## config.mk

```make
export PLATFORM = sky130hd
export DESIGN_NAME = sbr_supervisor
export DESIGN_NICKNAME = d
export VERILOG_FILES = /design/src/sbr_pkg.sv /design/src/sbr_sync_if.sv /design/src/sbr_sync.sv /design/src/sbr_supervisor.sv
export SDC_FILE = /design/constraint.sdc
export NUM_CORES = 1
export LEC_CHECK = 0
export BUFFER_PORTS_ARGS = -buffer_cell sky130_fd_sc_hd__buf_2
export CAP_MARGIN = 20
export CORE_MARGIN = 2
export CORE_UTILIZATION = 35
export DETAILED_ROUTE_END_ITERATION = 6
export GPL_TIMING_DRIVEN = 0
export PLACE_DENSITY = 0.5
export SYNTH_ARGS = -nofsm -noshare
export SYNTH_HDL_FRONTEND = slang
export SYNTH_SLANG_ARGS = --single-unit
```

## constraint.sdc

```tcl
create_clock -name ref_clk_i -period 4.9 [get_ports ref_clk_i]
set_clock_uncertainty 0.2 [all_clocks]
set_input_delay 0.98 -clock ref_clk_i [delete_from_list [all_inputs] [get_ports ref_clk_i]]
set_output_delay 0.98 -clock ref_clk_i [all_outputs]
set_load 0.02 [all_outputs]
```

## src/sbr_pkg.sv

```systemverilog
package sbr_pkg;

    // ****************************************
    // Timing
    // ****************************************
    // Clock rate in kHz, period 20 ns
    localparam int unsigned CLK_KHZ = 50000;
    // Reset pulse interval, ms (nominal and least)
    localparam int unsigned RST_PULSE_MS = 200;
    localparam int unsigned RST_MIN_MS = 140;
    // Cycle counts derived from the clock rate
    localparam int unsigned RST_PULSE_CYC = RST_PULSE_MS * CLK_KHZ;
    localparam int unsigned RST_MIN_CYC = RST_MIN_MS * CLK_KHZ;
    // Counter width, wide enough for the pulse count
    localparam int unsigned CNT_W = 24;
    // Synchroniser depth
    localparam int unsigned SYNC_STAGES = 2;

    // ****************************************
    // Reset values
    // ****************************************
    localparam logic RST_OUT_RESET = 1'b0;
    localparam logic BACKUP_RESET = 1'b0;
    localparam logic PFO_RESET = 1'b0;

    // Sequencer states, one-hot
    typedef enum logic [2:0] {
        SBR_HOLD = 3'b001,
        SBR_TIME = 3'b010,
        SBR_RUN = 3'b100
    } sbr_state_t;

endpackage

```

## src/sbr_sync_if.sv

```systemverilog
`timescale 1ns/1ps
`default_nettype none

// Synchronised comparator levels between the front end and the sequencer
interface sbr_sync_if;
    logic supply_low;
    logic batt_above;
    logic pf_low;
    logic mr_low;
    modport sync (output supply_low, output batt_above, output pf_low, output mr_low);
    modport core (input supply_low, input batt_above, input pf_low, input mr_low);
endinterface

`default_nettype wire

```

## src/sbr_sync.sv

```systemverilog
`timescale 1ns/1ps
`default_nettype none

// Two-flop synchroniser for one asynchronous level
module sbr_sync
    import sbr_pkg::*;
#(
    parameter logic INIT = 1'b0
) (
    // Clock and reset
    input wire logic ref_clk_i,
    input wire logic nrst_i,
    // Level
    input wire logic d_i,
    output logic q_o
);
    logic [SYNC_STAGES-1:0] stage_q;

    // First stage is read only by the second
    always_ff @(posedge ref_clk_i or negedge nrst_i) begin
        if (!nrst_i) begin
            stage_q <= {SYNC_STAGES{INIT}};
        end else begin
            stage_q <= {stage_q[SYNC_STAGES-2:0], d_i};
        end
    end

    assign q_o = stage_q[SYNC_STAGES-1];
endmodule // sbr_sync

`default_nettype wire

```

## src/sbr_supervisor.sv

```systemverilog
`timescale 1ns/1ps
`default_nettype none

module sbr_supervisor
    import sbr_pkg::*;
#(
    parameter int unsigned PULSE_CYC = RST_PULSE_CYC
) (
    // Clock and reset
    input wire logic ref_clk_i,
    input wire logic nrst_i,
    // Comparator results, asynchronous
    input wire logic supply_low_i,
    input wire logic batt_above_i,
    input wire logic power_fail_in_i,
    input wire logic manual_reset_n_i,
    // Outputs
    output logic reset_n_o,
    output logic power_fail_out_n_o,
    output logic ram_on_backup_o
);

    // ****************************************
    // Input synchronisers
    // ****************************************
    sbr_sync_if sif ();
    logic mr_hi;
    logic pf_hi;

    // Comparators pass two flops before use
    sbr_sync #(.INIT(1'b1)) u_sync_sup (
        .ref_clk_i(ref_clk_i),
        .nrst_i(nrst_i),
        .d_i(supply_low_i),
        .q_o(sif.supply_low)
    );
    sbr_sync #(.INIT(1'b0)) u_sync_bat (
        .ref_clk_i(ref_clk_i),
        .nrst_i(nrst_i),
        .d_i(batt_above_i),
        .q_o(sif.batt_above)
    );
    // Power-fail input is high when above the reference
    sbr_sync #(.INIT(1'b0)) u_sync_pf (
        .ref_clk_i(ref_clk_i),
        .nrst_i(nrst_i),
        .d_i(power_fail_in_i),
        .q_o(pf_hi)
    );
    // Floating manual reset reads high; inactive after reset
    sbr_sync #(.INIT(1'b1)) u_sync_mr (
        .ref_clk_i(ref_clk_i),
        .nrst_i(nrst_i),
        .d_i(manual_reset_n_i),
        .q_o(mr_hi)
    );
    assign sif.pf_low = ~pf_hi;
    assign sif.mr_low = ~mr_hi;

    // ****************************************
    // Battery switchover
    // ****************************************
    // The comparator carries the 20 mV/40 mV hysteresis in the analog domain
    logic backup_q;
    logic backup_d;
    logic ram_bat_q;
    logic ram_bat_d;

    // Backup only below threshold with battery higher
    assign backup_d = sif.supply_low & sif.batt_above;
    // Above threshold the main supply always feeds the RAM
    assign ram_bat_d = backup_d;

    always_ff @(posedge ref_clk_i or negedge nrst_i) begin
        if (!nrst_i) begin
            backup_q <= BACKUP_RESET;
            ram_bat_q <= BACKUP_RESET;
        end else begin
            backup_q <= backup_d;
            ram_bat_q <= ram_bat_d;
        end
    end

    assign ram_on_backup_o = ram_bat_q;

    // ****************************************
    // Reset sequencer
    // ****************************************
    sbr_state_t state_q;
    sbr_state_t state_d;
    logic [CNT_W-1:0] cnt_q;
    logic [CNT_W-1:0] cnt_d;
    logic hold_req;
    logic cnt_done;
    logic rst_q;
    logic rst_d;

    // Manual reset is ignored in backup mode, supply low still holds
    assign hold_req = sif.supply_low | (sif.mr_low & ~backup_q);
    assign cnt_done = (cnt_q == CNT_W'(PULSE_CYC - 1));

    // Holding restarts the timer; release counts one full interval
    always_comb begin
        state_d = state_q;
        cnt_d = cnt_q;
        case (state_q)
            SBR_HOLD: begin
                cnt_d = '0;
                if (!hold_req) begin
                    state_d = SBR_TIME;
                end
            end
            SBR_TIME: begin
                if (hold_req) begin
                    state_d = SBR_HOLD;
                    cnt_d = '0;
                end else if (cnt_done) begin
                    state_d = SBR_RUN;
                end else begin
                    cnt_d = cnt_q + CNT_W'(1);
                end
            end
            SBR_RUN: begin
                cnt_d = '0;
                if (hold_req) begin
                    state_d = SBR_HOLD;
                end
            end
            default: begin
                state_d = SBR_HOLD;
                cnt_d = '0;
            end
        endcase
    end

    // Reset drops on the edge after the hold request is seen
    assign rst_d = (state_d == SBR_RUN) & ~hold_req;

    always_ff @(posedge ref_clk_i or negedge nrst_i) begin
        if (!nrst_i) begin
            state_q <= SBR_HOLD;
            cnt_q <= '0;
            rst_q <= RST_OUT_RESET;
        end else begin
            state_q <= state_d;
            cnt_q <= cnt_d;
            rst_q <= rst_d;
        end
    end

    // Reset output is driven low from reset onward, never left floating
    assign reset_n_o = rst_q;

    // ****************************************
    // Power-fail output
    // ****************************************
    logic pfo_q;
    logic pfo_d;

    // Comparator disabled and output low in backup mode
    assign pfo_d = ~sif.pf_low & ~backup_d;

    always_ff @(posedge ref_clk_i or negedge nrst_i) begin
        if (!nrst_i) begin
            pfo_q <= PFO_RESET;
        end else begin
            pfo_q <= pfo_d;
        end
    end

    assign power_fail_out_n_o = pfo_q;

    // ****************************************
    // Checks
    // ****************************************
    logic [CNT_W-1:0] low_run_q;

    // Cycles spent in reset since the last hold request
    always_ff @(posedge ref_clk_i or negedge nrst_i) begin
        if (!nrst_i) begin
            low_run_q <= '0;
        end else if (hold_req) begin
            low_run_q <= '0;
        end else if (!reset_n_o) begin
            low_run_q <= low_run_q + CNT_W'(1);
        end
    end

    // Shortest accepted pulse, scaled from the chosen interval
    // The product stays inside 32 bits even for the full 200 ms count
    localparam int unsigned MIN_CYC = PULSE_CYC * RST_MIN_MS / RST_PULSE_MS;
endmodule // sbr_supervisor

`default_nettype wire

```

### Word level (Yosys, flattened, before mapping)

Index checks and enable logic that the tools add are counted.
W data, S select, Z words.

| cells by class | value |
|---|---|
| reductions and logical operators | 0 |
| magnitude comparators | 0 |
| bitwise operators | 9 |
| $mul | 0 |
| eq/ne operators | 6 |
| divide/modulo/power cells | 0 |
| shifts and indexed selects | 0 |
| mux-type cells | 8 |
| $add $sub $neg | 1 |

Operators by type and width:

| operator | count |
|---|---|
| $mux W24 | 3 |
| $add A24 B1 Y24 const B | 1 |
| $eq A24 B24 Y1 const B | 1 |
| $mux W3 | 4 |
| $pmux W3 S3 | 1 |
| $eq A3 B3 Y1 const B | 2 |
| $and A1 B1 Y1 | 4 |
| $not A1 Y1 | 4 |
| $eq A3 B1 Y1 const B | 1 |
| $eq A3 B2 Y1 const B | 1 |
| $ne A3 B3 Y1 const B | 1 |
| $or A1 B1 Y1 | 1 |

| storage, ports and cells | value |
|---|---|
| flip-flop bits (word level) | 38 |
| latch bits | 0 |
| bits in writable memories | 0 |
| memories | 0 |
| bits of input ports | 6 |
| output and inout port bits | 3 |
| bits in read-only memories | 0 |
| word-level logic and storage cells | 33 |

### Logic depth before layout (Yosys ltp)

| depth | value |
|---|---|
| depth in word-level cells | 7 |
| gate-level depth with buffers | 6 |
| depth with buffers taken out | 5 |

### Modules after synthesis

A second synthesis with hierarchy kept.

| second synthesis, totals | value |
|---|---|
| cells, all modules | 163 |
| area, all modules | 1779.2 um^2 |

Modules (own cells, without submodules):

| module | area an instance (um^2) | times used | seq. area each (um^2) | cells an instance |
|---|---|---|---|---|
| sbr_supervisor | 1574.0 | 1 | 752.0 | 155 |
| sbr_sync (u_sync_mr ...) | 52.6 | 2 | 52.6 | 2 |
| sbr_sync (u_sync_bat ...) | 50.0 | 2 | 50.0 | 2 |

### Worst setup path before layout

Ideal clock, no wire load.

| path | value |
|---|---|
| kind | reg2reg |
| start | register cnt_q[0] |
| end | register cnt_q[20] |
| buffers on the path | 1 |
| arrival time | 1469 ps |
| cell stages (with the launch flop) | 7 |
| required time | 4622 ps |
| library setup time | 78 ps |
| clock period less this slack | 1747 ps |
| path slack | 3153 ps |
| cells stage by stage | dfrtp_1 -> ha_1 -> buf_2 -> and2_1 -> nand4_2 -> or3_1 -> a21oi_1 |

| on the way | value |
|---|---|
| cells in the longest elaborated chain, start to end | 4 |
| elaborated cells between the ends (all ways) | 6 |
| classes of those cells | add/sub (1); eq/ne (2); mux (3) |

RTL lines:

| element | line | RTL |
|---|---|---|
| from (decl) | sbr_supervisor.sv:91 | `logic [CNT_W-1:0] cnt_q;` |
| from (signal assigned) | sbr_supervisor.sv:146 | `cnt_q <= cnt_d;` |
| $add A24 B1 Y24 | sbr_supervisor.sv:120 | `cnt_d = cnt_q + CNT_W'(1);` |
| $mux W24 | sbr_supervisor.sv:117 | `end else if (cnt_done) begin` |
| $mux W24 | sbr_supervisor.sv:114 | `if (hold_req) begin` |
| $mux W24 | sbr_supervisor.sv:106 | `case (state_q)` |

Several ways; a longest one is shown, not always the timed one. The select of a mux whose other input is x is not followed.
A chain may end at the register's enable or synchronous reset.

### Worst setup path after layout

| path | value |
|---|---|
| start | register ram_bat_q, in the netlist ram_on_backup_o |
| end | output ram_on_backup_o |

RTL lines:

| element | line | RTL |
|---|---|---|
| from (decl) | sbr_supervisor.sv:66 | `logic ram_bat_q;` |
| from (signal assigned) | sbr_supervisor.sv:80 | `ram_bat_q <= ram_bat_d;` |
| to (decl) | sbr_supervisor.sv:20 | `output logic ram_on_backup_o` |

No word-level cell between the ends.

==> impl_metrics.env <==
export IMPL_ys_flop_type="sky130_fd_sc_hd__dfrtp_1"
export IMPL_area_of_combinational_cells_with_multiple_inputs_sq_um=840
export IMPL_run_status="finished clean"
export IMPL_synth_nets=174
export IMPL_timing_critical_path_required_ns=3.72
export IMPL_drt_initial_drc_count=56
export IMPL_setup_violations_final=0
export IMPL_dieArea_sq_um=5840
export IMPL_number_of_pins_exceeding_their_max_slew_limit_in_the_final_report=0
export IMPL_max_freq_ghz=0.497
export IMPL_postRouteWirelength_um=3620
export IMPL_totalNegativeSetupSlack_ns=0
export IMPL_place_congestion=0.757
export IMPL_cts_made_buffers=5
export IMPL_die_h_um=76.4
export IMPL_setup_worst_path_class="reg -> out"
export IMPL_initial_core_util=0.362
export IMPL_final_core_utilization=0.415
export IMPL_min_delay_path_depth=0
export IMPL_path_delay_family="flip-flops"
export IMPL_power_report_internal_total_uw=544
export IMPL_timing_hold_ws_ns=0.151
export IMPL_timing_final_crit_period_ns=2.01
export IMPL_final_min_period_over_clock_period=0.411
export IMPL_placement_setup_worst_slack_ns=2.89
export IMPL_rows=26
export IMPL_path_buf_inv=1
export IMPL_clkPwrFrac=0.490
export IMPL_max_cap_viol_count=0
export IMPL_fp_dieW_um=76.4
export IMPL_layout_commonest_cell="sky130_fd_sc_hd__dfrtp_1"
export IMPL_whs_endpoint="u_sync_pf.stage_q[1]"
export IMPL_crit_slowest_cell="sky130_fd_sc_hd__dfrtp_1"
export IMPL_r2r_cells=6
export IMPL_area_growth_synth_to_final_pct=14.7
export IMPL_cellLeakagePower_nw=0.853
export IMPL_ys_async_sr_fraction=1.00
export IMPL_post_cts_buffers=0
export IMPL_regToRegSetupSlack_ns=2.89
export IMPL_yosysSeqAreaShare=0.521
export IMPL_fin_total_pwr_uw=671
export IMPL_worst_hold_startpoint="u_sync_pf.stage_q[0]"
export IMPL_cts_resized=0
export IMPL_max_slew_margin_rel=0.451
export IMPL_power_density_nw_per_um2=319
export IMPL_post_synth_edffs=0
export IMPL_ioPinCount=9
export IMPL_layout_common_cells="sky130_fd_sc_hd__dfrtp_1 (33), sky130_fd_sc_hd__a21oi_1 (12), sky130_fd_sc_hd__xor2_1 (11)"
export IMPL_final_antenna_net_count=0
export IMPL_clock_path_buffers=2
export IMPL_core_area_sq_um=5070
export IMPL_max_slew_worst_pin_slew_ns=0.824
export IMPL_cts_hold_buf=0
export IMPL_total_switching_power_uw=127
export IMPL_dp_hpwl_um=2590
export IMPL_r2r_end="cnt_q[20]"
export IMPL_max_stage_delay_ns=0.38
export IMPL_antenna_violations_before_repair=0
export IMPL_setup_worst_path_end_class="output pin"
export IMPL_clkSlewWorstSetupHoldPaths_ns=0.08
export IMPL_insertion_delay_ns=0.29
export IMPL_ir_drop_mv=0.136
export IMPL_worstPathMaxFanout=2
export IMPL_power_sequential_fraction=0.484
export IMPL_vias_per_cell=5.13
export IMPL_synthCells=167
export IMPL_netlist_area_sq_um=1840
export IMPL_grt_first_pass_wirelength_um=6690
export IMPL_drt_pass1_iterations=5
export IMPL_grt_overflow_total=0
export IMPL_num_vias=1298
export IMPL_ctsHtreeMaxLevel=2
export IMPL_cts_root_buf="sky130_fd_sc_hd__clkbuf_8"
export IMPL_sequential_area_sq_um=957
export IMPL_grt_max_degree=39
export IMPL_synth_avg_cell_area_sq_um=11.0
export IMPL_power_switching_share=0.190
export IMPL_post_route_worst_setup_slack_ns=2.89
export IMPL_antenna_diode_count=0
export IMPL_ys_ff_latch=38
export IMPL_crit_reg2reg_launch="cnt_q[0]"
export IMPL_hold_violations=0
export IMPL_setup_repair_after_global_routing_missed_its_margin="false"
export IMPL_place_port_buffers=8
export IMPL_cts_tree="built"
export IMPL_p_comb_frac=0.026
export IMPL_filler_cell_count=510
export IMPL_fin_nets=189
export IMPL_yosys_cell_types_count=42
export IMPL_worst_hold_path_type="reg -> reg"
export IMPL_grtUsageTotal=0.144
export IMPL_vias_in_the_first_global_route=1416
export IMPL_crit_arrival_ns=0.83
export IMPL_route_detailed_drc=0
export IMPL_timing_critical_path_cells="buf_2"
export IMPL_cts_num_sinks=38
export IMPL_route_detailed_wl_per_inst_um=14.3
export IMPL_ys_warnings_count=0
export IMPL_final_layout_size_suffix_gt1_frac=0.219
export IMPL_start_kind="flop"
==> state kept, by name, summed over array words and instances, names as in the netlist <==
signal	count
u_sync_mr.stage_q	2
u_sync_pf.stage_q	2
u_sync_sup.stage_q	2
cnt_q	24
ram_on_backup_o	1
reset_n_o	1
state_q	3
u_sync_bat.stage_q	2
power_fail_out_n_o	1
==> per-stage QoR <==
step | cells | instance area (sq um)
2_1_floorplan | 167 | 1840
3_3_place_gp | 245 | 1960
3_5_place_dp | 245 | 1960
4_1_cts | 253 | 2110
5_1_grt | 253 | 2110
6_report | 253 | 2110
==> cell families after synthesis <==
| family | count (synthesis) | share of synthesized area |
|---|---|---|
| XOR/XNOR | 13 | 0.0620 |
| buffers and inverters | 7 | 0.0211 |
| AND/OR/NAND/NOR | 76 | 0.283 |
| AO/OA/AOI/OAI | 30 | 0.0948 |
| adder cells (fa/ha/maj) | 1 | 0.00682 |
| flip-flops | 38 | 0.521 |
| multiplexers | 2 | 0.0109 |
==> power by group through the flow <==
stage          combinational [mW]  sequential (mW)  clock [mW]
6_report                   0.0177            0.325       0.328
5_1_grt                    0.0206            0.326       0.352
4_1_cts                    0.0186            0.325       0.335
3_5_place_dp               0.0186            0.331           0
3_3_place_gp               0.0176            0.330           0
2_1_floorplan             0.00640            0.331           0
==> layout make-up <==
| type | count | area share |
|---|---|---|
| clock buffers | 6 | 0.0392 |
| clock inverters | 2 | 0.0285 |
| well taps | 70 | 0.0416 |
| inverters | 2 | 0.00357 |
| flip-flops and latches | 38 | 0.455 |
| plain buffers | 5 | 0.0149 |
| multi-input cells | 122 | 0.399 |
| repair buffers | 8 | 0.0190 |
==> per-layer routing <==
metal / GRT usage / vias to the layer above / share of wire
met5: 0 / - / 0
met4: 0.0655 / 0 / 0.023
met3: 0.0284 / 8 / 0.022
met2: 0.231 / 20 / 0.48
met1: 0.187 / 637 / 0.48
li1: - / 633 / -
==> Yosys cell counts, types with 5 or more instances <==
cell / instances / area share
sky130_fd_sc_hd__a21oi_1: 12 / 0.033
sky130_fd_sc_hd__dfstp_2: 5 / 0.072
sky130_fd_sc_hd__nor2_1: 9 / 0.018
sky130_fd_sc_hd__nand2b_1: 5 / 0.017
sky130_fd_sc_hd__nand3_1: 7 / 0.019
sky130_fd_sc_hd__or3_1: 7 / 0.024
sky130_fd_sc_hd__nand4_1: 7 / 0.024
sky130_fd_sc_hd__and2_1: 5 / 0.017
sky130_fd_sc_hd__dfrtp_1: 33 / 0.45
sky130_fd_sc_hd__xor2_1: 11 / 0.052
sky130_fd_sc_hd__o21ai_0: 10 / 0.027
sky130_fd_sc_hd__nand2_1: 9 / 0.018
==> worst max path at each step <==
stage / start / slack [ns] / cells past startpoint / endpoint
floorplan: cnt_q[0] / 3.15 / 6 / cnt_q[20]
global placement: cnt_q[0] / 2.91 / 6 / cnt_q[20]
detailed placement: cnt_q[0] / 2.89 / 6 / cnt_q[20]
CTS: cnt_q[0] / 2.87 / 6 / cnt_q[20]
global route: cnt_q[0] / 2.65 / 6 / cnt_q[20]
finish: ram_on_backup_o / 2.89 / 1 / ram_on_backup_o
Power figures use the tool's default switching activity.
